<file path="config.mk">
export PLATFORM = sky130hd
export DESIGN_NAME = sram_port_ctrl
export DESIGN_NICKNAME = d
export VERILOG_FILES = /design/src/common/sram_port_pkg.sv /design/src/verilog/cycle_timer.sv /design/src/verilog/sram_port_ctrl.sv
export VERILOG_INCLUDE_DIRS = /design/src /design/src/common
export SDC_FILE = /design/constraint.sdc
export NUM_CORES = 1
export LEC_CHECK = 0
export BUFFER_PORTS_ARGS = -buffer_cell sky130_fd_sc_hd__buf_4
export CAP_MARGIN = 20
export CORE_UTILIZATION = 40
export CTS_BUF_LIST = sky130_fd_sc_hd__clkbuf_8
export DETAILED_ROUTE_END_ITERATION = 10
export GPL_ROUTABILITY_DRIVEN = 1
export PLACE_DENSITY = 0.77
export SYNTH_ARGS = -nofsm -noshare
export SYNTH_HDL_FRONTEND = slang
export SYNTH_SLANG_ARGS = --single-unit
</file>
<file path="constraint.sdc">
create_clock -name clock -period 2.7 [get_ports clock]
set_input_delay 0.135 -clock clock [delete_from_list [all_inputs] [get_ports clock]]
set_output_delay 0.135 -clock clock [all_outputs]
set_load 0.01 [all_outputs]
</file>
<file path="src/common/sram_port_cfg.svh">
// Purpose: timing constants and pin widths for the static memory port controller
// Assumes: 100 MHz clock, fastest speed grade figures
// Notes: times in ns; cycle counts derived from the clock period
`ifndef SRAM_PORT_CFG_SVH
`define SRAM_PORT_CFG_SVH
// ==========================================================
// Widths
`define ADDR_W 15
`define DATA_W 8
// ==========================================================
// Timing, printed figures and derived counts
`define CLK_PERIOD_NS 10
`define READ_PERIOD_MIN_NS 12
`define ADDRESS_ACCESS_TIME_NS 12
`define WRITE_PERIOD_MIN_NS 12
`define SELECT_TO_WRITE_END_NS 9
`define ADDR_SETUP_TO_WRITE_END_NS 9
`define WDATA_SETUP_NS 8
`define WE_FLOAT_NS 7
`define CEIL_CYC(ns) (((ns) + `CLK_PERIOD_NS - 1) / `CLK_PERIOD_NS)
`define READ_CYC `CEIL_CYC(`READ_PERIOD_MIN_NS)
`define ACCESS_CYC (`CEIL_CYC(`ADDRESS_ACCESS_TIME_NS) + 1)
`define WRITE_CYC `CEIL_CYC(`WRITE_PERIOD_MIN_NS + `WE_FLOAT_NS)
`define WDATA_CYC `CEIL_CYC(`WDATA_SETUP_NS)
`define CNT_W 4
`define CNT_ONE 4'h1
`define CNT_ZERO 4'h0
`endif

</file>
<file path="src/common/sram_port_pkg.sv">
// Purpose: types for the static memory port controller
// Assumes: constants come from sram_port_cfg.svh
// Notes: one-hot state codes written out
package sram_port_pkg;
    typedef enum logic [3:0] {
        ST_IDLE = 4'b0001,
        ST_READ = 4'b0010,
        ST_WRITE = 4'b0100,
        ST_END = 4'b1000
    } port_state_t;
endpackage

</file>
<file path="src/verilog/cycle_timer.sv">
// Purpose: down counter that measures pin phases in clock cycles
// Assumes: load and count in the same clock domain
// Notes: done is high while the count is zero
`timescale 1ns/100ps
`include "sram_port_cfg.svh"
module cycle_timer #(
    parameter int WIDTH = `CNT_W
) (
    input wire logic clock,
    input wire logic rst_n,
    input wire logic load,
    input wire logic [WIDTH-1:0] value,
    output logic done
);
    logic [WIDTH-1:0] count;
    wire at_zero = (count == '0);
    initial begin
        if (WIDTH < 2) $error("cycle_timer width too small");
    end
    // ==========================================================
    // Counter; load wins over counting down
    always_ff @(posedge clock or negedge rst_n) begin
        if (!rst_n) begin
            count <= '0;
        end else if (load) begin
            count <= value;
        end else if (!at_zero) begin
            count <= count - 1'b1;
        end
    end
    assign done = at_zero;
endmodule

</file>
<file path="src/verilog/sram_port_ctrl.sv">
// Purpose: controller that drives an asynchronous 32K x 8 static memory
// Assumes: the memory keeps its truth table; data_bus_in is synchronous
// Notes: one access at a time; req is taken in the idle state, even in the first cycle after reset while ready is still low
`timescale 1ns/100ps
`include "sram_port_cfg.svh"
module sram_port_ctrl
    import sram_port_pkg::*;
#(
    parameter int ADDR_W = `ADDR_W,
    parameter int DATA_W = `DATA_W
) (
    input wire logic clock,
    input wire logic rst_n,
    input wire logic req,
    input wire logic req_write,
    input wire logic [ADDR_W-1:0] req_addr,
    input wire logic [DATA_W-1:0] req_wdata,
    output logic ready,
    output logic rdata_valid,
    output logic [DATA_W-1:0] rdata,
    output logic [ADDR_W-1:0] word_address,
    output logic select_n,
    output logic write_n,
    output logic drive_n,
    input wire logic [DATA_W-1:0] data_bus_in,
    output logic [DATA_W-1:0] data_bus_out,
    output logic data_bus_oe
);
    initial begin
        if (ADDR_W != `ADDR_W || DATA_W != `DATA_W) $error("port is 15 by 8 only");
    end

    port_state_t state;
    port_state_t next_state;
    logic timer_load;
    logic [`CNT_W-1:0] timer_value;
    logic timer_done;
    logic is_write;

    // ==========================================================
    // Phase timer
    cycle_timer #(.WIDTH(`CNT_W)) u_timer (
        .clock(clock),
        .rst_n(rst_n),
        .load(timer_load),
        .value(timer_value),
        .done(timer_done)
    );

    // Decode of the request and the phase transitions
    wire take = (state == ST_IDLE) && req;
    wire read_done = (state == ST_READ) && timer_done;
    wire write_done = (state == ST_WRITE) && timer_done;
    // Write phase covers write period plus strobe float, so it also meets data setup
    wire [`CNT_W-1:0] read_len = `CNT_W'(`ACCESS_CYC);
    wire [`CNT_W-1:0] write_len = `CNT_W'(`WRITE_CYC);
    assign timer_load = take || (state == ST_END);
    assign timer_value = take ? (req_write ? write_len : read_len) : `CNT_ZERO;

    // Next state
    always_comb begin
        next_state = state;
        case (state)
            ST_IDLE: begin
                if (req) next_state = req_write ? ST_WRITE : ST_READ;
            end
            ST_READ: begin
                if (timer_done) next_state = ST_END;
            end
            ST_WRITE: begin
                if (timer_done) next_state = ST_END;
            end
            ST_END: next_state = ST_IDLE;
            default: next_state = ST_IDLE;
        endcase
    end

    // ==========================================================
    // State and request capture
    always_ff @(posedge clock or negedge rst_n) begin
        if (!rst_n) begin
            state <= ST_IDLE;
            is_write <= 1'b0;
        end else begin
            state <= next_state;
            if (take) is_write <= req_write;
        end
    end

    // Address lands with the select fall and stays to the end phase
    always_ff @(posedge clock or negedge rst_n) begin
        if (!rst_n) begin
            word_address <= '0;
        end else if (take) begin
            word_address <= req_addr;
        end
    end

    // Pin controls; strobe and select rise together, memory floats then
    always_ff @(posedge clock or negedge rst_n) begin
        if (!rst_n) begin
            select_n <= 1'b1;
            write_n <= 1'b1;
            drive_n <= 1'b1;
        end else begin
            select_n <= !(next_state == ST_READ || next_state == ST_WRITE);
            write_n <= !(next_state == ST_WRITE);
            drive_n <= !(next_state == ST_READ);
        end
    end

    // Our data drivers; data stays during the end phase for zero hold
    always_ff @(posedge clock or negedge rst_n) begin
        if (!rst_n) begin
            data_bus_out <= '0;
            data_bus_oe <= 1'b0;
        end else begin
            if (take && req_write) data_bus_out <= req_wdata;
            data_bus_oe <= (next_state == ST_WRITE) ||
                           (state == ST_WRITE && next_state == ST_END);
        end
    end

    // Read capture at the final read cycle, past the access time
    always_ff @(posedge clock or negedge rst_n) begin
        if (!rst_n) begin
            rdata <= '0;
            rdata_valid <= 1'b0;
        end else begin
            rdata_valid <= read_done;
            if (read_done) rdata <= data_bus_in;
        end
    end

    // Ready only in idle; the end phase spaces accesses apart
    always_ff @(posedge clock or negedge rst_n) begin
        if (!rst_n) begin
            ready <= 1'b0;
        end else begin
            ready <= (next_state == ST_IDLE);
        end
    end

    // ==========================================================
    // Checks
    // Our data may stay one cycle past the joint rise for zero hold, never longer
    AST_SELECT_FLOATS: assert property (@(posedge clock) disable iff (!rst_n)
        select_n && !$rose(select_n) |-> !data_bus_oe)
        else $error("bus driven while deselected");
    AST_READ_NO_STROBE: assert property (@(posedge clock) disable iff (!rst_n)
        !drive_n |-> write_n && !data_bus_oe) else $error("strobe in read");
    AST_WRITE_DRIVES: assert property (@(posedge clock) disable iff (!rst_n)
        !write_n |-> !select_n && data_bus_oe && drive_n) else $error("bad write");
    AST_WRITE_LEN: assert property (@(posedge clock) disable iff (!rst_n)
        $fell(write_n) |-> !write_n [*2]) else $error("write too short");
    AST_DATA_HOLD: assert property (@(posedge clock) disable iff (!rst_n)
        $rose(write_n) |-> data_bus_oe && $stable(data_bus_out))
        else $error("write data not held");
    AST_ADDR_HOLD: assert property (@(posedge clock) disable iff (!rst_n)
        !select_n && !$fell(select_n) |-> $stable(word_address))
        else $error("address moved in access");
    AST_READ_LEN: assert property (@(posedge clock) disable iff (!rst_n)
        $fell(drive_n) |-> !drive_n [*4] ##1 rdata_valid)
        else $error("read capture early");
    AST_JOINT_RISE: assert property (@(posedge clock) disable iff (!rst_n)
        $rose(write_n) |-> select_n && drive_n) else $error("end not joint");
    AST_SPACING: assert property (@(posedge clock) disable iff (!rst_n)
        $rose(select_n) |=> select_n) else $error("no gap");
endmodule

</file>
==> results of run 1 <==
==> flip-flops by register name, summed over array words and instances (netlist names) <==
| name | flops |
|---|---|
| word_address | 15 |
| rdata_valid | 1 |
| data_bus_oe | 1 |
| drive_n | 1 |
| u_timer.count | 4 |
| ready | 1 |
| write_n | 1 |
| state | 4 |
| data_bus_out | 8 |
| rdata | 8 |
| select_n | 1 |
==> worst max path at each step <==
| stage | slack, ns | startpoint | cells past startpoint | to |
|---|---|---|---|---|
| 6_report | 0.93 | state[2] | 3 | data_bus_out[1] |
| 5_1_grt | 0.78 | state[2] | 3 | data_bus_out[0] |
| 4_1_cts | 0.92 | state[2] | 3 | data_bus_out[1] |
| 3_5_place_dp | 0.94 | state[2] | 3 | data_bus_out[1] |
| 3_3_place_gp | 0.92 | state[2] | 3 | data_bus_out[2] |
| 2_1_floorplan | 1.13 | state[2] | 6 | word_address[10] |
==> per-layer routing <==
| metal | share of wire | vias up |
|---|---|---|
| met5 | 0 | - |
| met3 | 0.081 | 5 |
| met4 | 0.012 | 0 |
| li1 | - | 589 |
| met2 | 0.43 | 61 |
| met1 | 0.48 | 602 |
==> power by group through the flow <==
stage / clock [mW] / combinational (mW) / sequential [mW]
floorplan: 0 / 0.643 / 1.29
global placement: 0 / 1.24 / 1.21
detailed placement: 0 / 1.27 / 1.21
CTS: 0.399 / 1.27 / 1.21
global route: 0.432 / 1.36 / 1.26
finish: 0.376 / 1.25 / 1.20
==> worst max-delay path, cell delays in order (launching register included) <==
cell	delay, ns
dfrtp_1	0.48
nor3_2	0.26
nand4_1	0.47
mux2_2	0.44
==> final cells by class <==
cell class,instances,area [um2],area share
tap,52,65.1,0.0259
timing repair buffer,73,551,0.219
clock buffer,5,68.8,0.0274
multi-input combinational,73,672,0.268
clock inverter,3,11.3,0.00449
inverter,3,11.3,0.00449
sequential,45,1130,0.451
==> kinds of logic (layout without fill, tap and decap cells) <==
group,after synthesis,count (layout),synth area share
flip-flops,45,45,0.608
multiplexers,33,33,0.217
AND/OR/NAND/NOR,25,25,0.0881
AO/OA/AOI/OAI,12,12,0.0397
buffers and inverters,9,84,0.0309
XOR/XNOR,2,2,0.00942
adder cells (fa/ha/maj),1,1,0.00672
==> cell usage in the layout (no fill, tap or decap), drive strengths merged <==
| cell type | n |
|---|---|
| o22ai | 1 |
| nand2 | 3 |
| clkbuf | 5 |
| dfrtp | 41 |
| o21ai | 3 |
| nand3b | 3 |
| o21bai | 2 |
| dfstp | 4 |
| dlygate4sd3 | 1 |
| or3b | 1 |
| xnor2 | 2 |
| nand4 | 1 |
| inv | 6 |
| nor4 | 1 |
| nor3 | 4 |
| mux2 | 32 |
| nor3b | 1 |
| nand2b | 4 |
| a211oi | 1 |
| nand3 | 1 |
| or3 | 1 |
| o21a | 2 |
| nor4b | 1 |
| a21oi | 3 |
| nor2 | 3 |
| buf | 72 |
| and3 | 1 |
| mux2i | 1 |
| ha | 1 |
==> timing repair <==
action / 4_1_cts / 5_1_grt
hold endpoints to repair: 41 / 0
buffers inserted: 0 / 0
setup endpoints to repair: 0 / 0
hold buffers: 1 / 0
==> impl_metrics.toml, run 1 <==
[status]
outcome = "completed"

[placed_design]
dp_cells = 245
hpwl_um = 2470
placed_cell_area_mm2 = 0.00242
place_ws_ns = 0.944
portBuffers = 71
place_congestion = 0.776

[timing]
fin_setup_tns_ns = 0
setup_viol = 0
hold_ws_ns = 0.0698
fin_crit_ns = 1.77
fin_skew_ns = 0.00680
tightest_slew_ns = 0.536
finalHoldViolCount = 0
fmax_ghz = 0.565
min_period_over_period = 0.656
slew-limit-headroom = 0.642
drv_slew = 0
rsz0062_at_grt = "false"
layout_setup_ws_ns = 0.930

[floorplanning]
die-area_mm2 = 0.00493
die_h_um = 70.2
ios = 72
dieWidth_um = 70.2
initial_core_util = 0.421
rows = 24
core_area_mm2 = 0.00441

[clocking]
clk_pin_slew_ns = 0.08
cts_buffers = 5
cts_sinks = 45
cts_resized = 0
cts_tree = "done"
clkLatencyLatePin_ns = 0.29
clockBufferDepth = 2
cts_htree_levels = 2
root_buffer = "clkbuf_8"

[global_routing]
grt_pass1_wl_um = 5950
met3_usage = 0.0649
grt_overflow_total = 0
grt_pass1_vias = 1329
top_usage_layer = "met2"
antenna_found_initial = 0
met1_usage = 0.199
track_usage = 0.156
global_route.usage.met2 = 0.241
grt_max_degree = 46

[yosys]
synthArstFlopShare = 1.00
syn-num-nets = 163
syn_area_per_cell_um2 = 14.6
ys_warn_count = 0
synth_cell_types = 33
synth_edf_count = 0
synth_common_cells = "41 x dfrtp_1, 23 x mux2_2, 9 x mux2_4"
synth.most_common_cell = "dfrtp_1"
synth_seq_cells = 45
synth_flop_cell = "dfrtp_1"
synthDominantCellAreaShare = 0.551
yosys-top-cells-area = "dfrtp_1 55%, mux2_2 14%, mux2_4 7.3%"
ys_seq_area_frac = 0.608
synth_cells = 127
synth_top_area_cell = "dfrtp_1"
netlist_area_mm2 = 0.00186

[cells_and_area]
fill_cells = 373
finalNonFillerCells = 254
num_antenna_cells = 0
nNetsFinal = 237
syn_to_final_growth_pct = 34.9
drive_above_1_share = 0.584
finish.utilization = 0.569
fin_area_mm2 = 0.00251

[detailed_routing]
drt-initial-drc-count = 45
ant_nets = 0
firstDrtPassIters = 4
dr_total_vias = 1257
avgRoutedWirePerCell_um = 13.5
drc = 0
vias_per_cell = 4.95
drt_wl_total_um = 3430

[power]
leakage_nw = 1.21
p_int_mw = 1.93
p_comb_frac = 0.442
power.density_mw_per_mm2 = 1130
seq_power_share = 0.425
ir_drop_mv = 0.532
totalPowerFinal_mw = 2.83
swShare = 0.316
p_clk_frac = 0.133
p_sw_mw = 0.895

[worst_hold_path]
hold_path_depth = 2
hp-start = "req_wdata[7]"
hp-class = "input pin to flip-flop"
min_to = "data_bus_out[7]"

[worst_setup_path]
end_kind = "flip-flop"
r2r-start = "state[2]"
crit_type = "flip-flop to flip-flop"
reg2reg_to = "data_bus_out[1]"
cp.required_ns = 2.87
crit_fanout = 11
r2r_slack_ns = 0.93
start_kind = "flip-flop"
r2r_cells = 3
worstPathArrival_ns = 1.94

[job]
maxCapViolCount = 0
No activity file was read; power rests on OpenSTA's default activity.
==> run 2, diff against run 1 <==
==> constraint.sdc (replaced) <==
create_clock -name clock -period 1.7 [get_ports clock]
set_input_delay 0.085 -clock clock [delete_from_list [all_inputs] [get_ports clock]]
set_output_delay 0.085 -clock clock [all_outputs]
set_load 0.01 [all_outputs]
==> impl_metrics.toml, run 2 (synthesis gave the netlist of run 1 again) <==
[placed_design]
place_congestion = 0.820
portBuffers = 71
place_ws_ns = 0.0204
hpwl_um = 2520

[cells_and_area]
num_antenna_cells = 0
top_register = "word_address"
reg.largest.list = "word_address x15, data_bus_out x8, rdata x8"
layout_commonest_cell = "buf_4"
fill_cells = 393
final_cell_mix = "75 x buf_4, 41 x dfrtp_1, 23 x mux2_2, 9 x mux2_4, 5 x clkbuf_8"
drive_above_1_share = 0.606
nNetsFinal = 243
largest_reg_flops = 15
syn_to_final_growth_pct = 38.9

[detailed_routing]
avgRoutedWirePerCell_um = 13.7
drc = 0
firstDrtPassIters = 4
ant_nets = 0
drt-initial-drc-count = 28
dr_total_vias = 1304
drt_wl_total_um = 3550
vias_per_cell = 5.02

[clocking]
cts_buffers = 5
cts_htree_levels = 2
clkLatencyLatePin_ns = 0.29
clk_pin_slew_ns = 0.08
cts_sinks = 45
clockBufferDepth = 2
root_buffer = "clkbuf_8"
postCtsSetupBuffers = 0
cts_tree = "done"

[timing]
finalHoldViolCount = 0
hold_ws_ns = 0.0161
rsz0062_at_grt = "false"
fmax_ghz = 0.638
drv_slew = 0
tightest_slew_ns = 0.550
fin_skew_ns = 0.00450
min_period_over_period = 0.923
slew-limit-headroom = 0.633
setup_viol = 0
fin_crit_ns = 1.57
layout_setup_ws_ns = 0.132
fin_setup_tns_ns = 0

[floorplanning]
core_area_mm2 = 0.00441
rows = 24
ios = 72
initial_core_util = 0.421
dieWidth_um = 70.2
die-area_mm2 = 0.00493
die_h_um = 70.2

[power]
ir_drop_mv = 0.887
totalPowerFinal_mw = 4.63
leakage_nw = 1.23
power.density_mw_per_mm2 = 1790

[worst_setup_path]
crit_type = "flip-flop to flip-flop"
crit_path_max_incr_delay_ns = 0.49
cp.required_ns = 1.88
worstPathArrival_ns = 1.75
start_kind = "flip-flop"
crit_chain = "nor3_2 -> and3_1 -> buf_12 -> mux2_2"
end_kind = "flip-flop"
crit_fanout = 16
slowest_stage = "dfrtp_1"

[global_routing]
grt_max_degree = 46
antenna_found_initial = 0
track_usage = 0.159
grt_overflow_total = 0
grt_pass1_wl_um = 6150
grt_pass1_vias = 1401

[worst_hold_path]
hp-class = "input pin to flip-flop"

[job]
maxCapViolCount = 0

[status]
outcome = "completed"
-- run 2: cell count changes in the layout (fill, tap and decap cells not counted), sizes merged --
cell / change
clkinv: +2
clkinvlp: +1
inv: -3
dlygate4sd3: +2
buf: +4
-- run 2: cell type report --
| cell class | count | area (um2) | share of cell area |
|---|---|---|---|
| Inverter | 3 | 11.3 | 0.00436 |
| Tap cell | 52 | 65.1 | 0.0252 |
| Clock inverter | 3 | 17.5 | 0.00678 |
| Sequential cell | 45 | 1130 | 0.438 |
| Clock buffer | 5 | 68.8 | 0.0266 |
| Timing Repair Buffer | 79 | 613 | 0.237 |
| Multi-Input combinational cell | 73 | 677 | 0.262 |
-- run 2: worst paths after layout --
kind                                startpoint              end  slack, ns  depth (start not counted)
worst max-delay path                  state[3]  word_address[0]       0.13                          4
max in group asynchronous                rst_n         state[0]       0.99                          2
worst max register to register        state[3]  word_address[0]       0.13                          4
worst min register to register        rdata[0]         rdata[0]       0.51                          1
worst min-delay path            data_bus_in[4]         rdata[4]       0.02                          2
min in group asynchronous                rst_n  word_address[9]       0.33                          2
-- run 2: critical path, delay by kind of cell, from the launching register on --
kind	cells	cell delay, ns
flip-flops	1	0.49
AND/OR/NAND/NOR	2	0.43
multiplexers	1	0.35
buffers and inverters	1	0.18
-- run 2: per-layer routing --
metal | up-vias | part of all wire | global-route usage
met5 | - | 0 | 0
met4 | 0 | 0.0023 | 0.0333
met3 | 2 | 0.093 | 0.0678
met2 | 61 | 0.47 | 0.261
met1 | 642 | 0.44 | 0.195
li1 | 599 | - | -
-- run 2: power by group --
part	switching, mW	internal, mW
logic	0.831	1.27
clock network	0.352	0.284
registers	0.294	1.60
total	1.48	3.15
-- run 2: through the flow --
stage / cells / utilization / area [um2]
finish: 260 / 0.585 / 2580
global route: 260 / 0.585 / 2580
CTS: 259 / 0.582 / 2570
detailed placement: 249 / 0.558 / 2460
global placement: 249 / 0.558 / 2460
floorplan: 127 / - / 1860
-- run 2: timing repair --
| item | 4_1_cts | 5_1_grt |
|---|---|---|
| setup endpoints to repair | 1 | 1 |
| hold buffers | 2 | 1 |
| endpoints found under the hold margin | 42 | 1 |
| resized for setup | 1 | 1 |
| pin swaps | 0 | 0 |
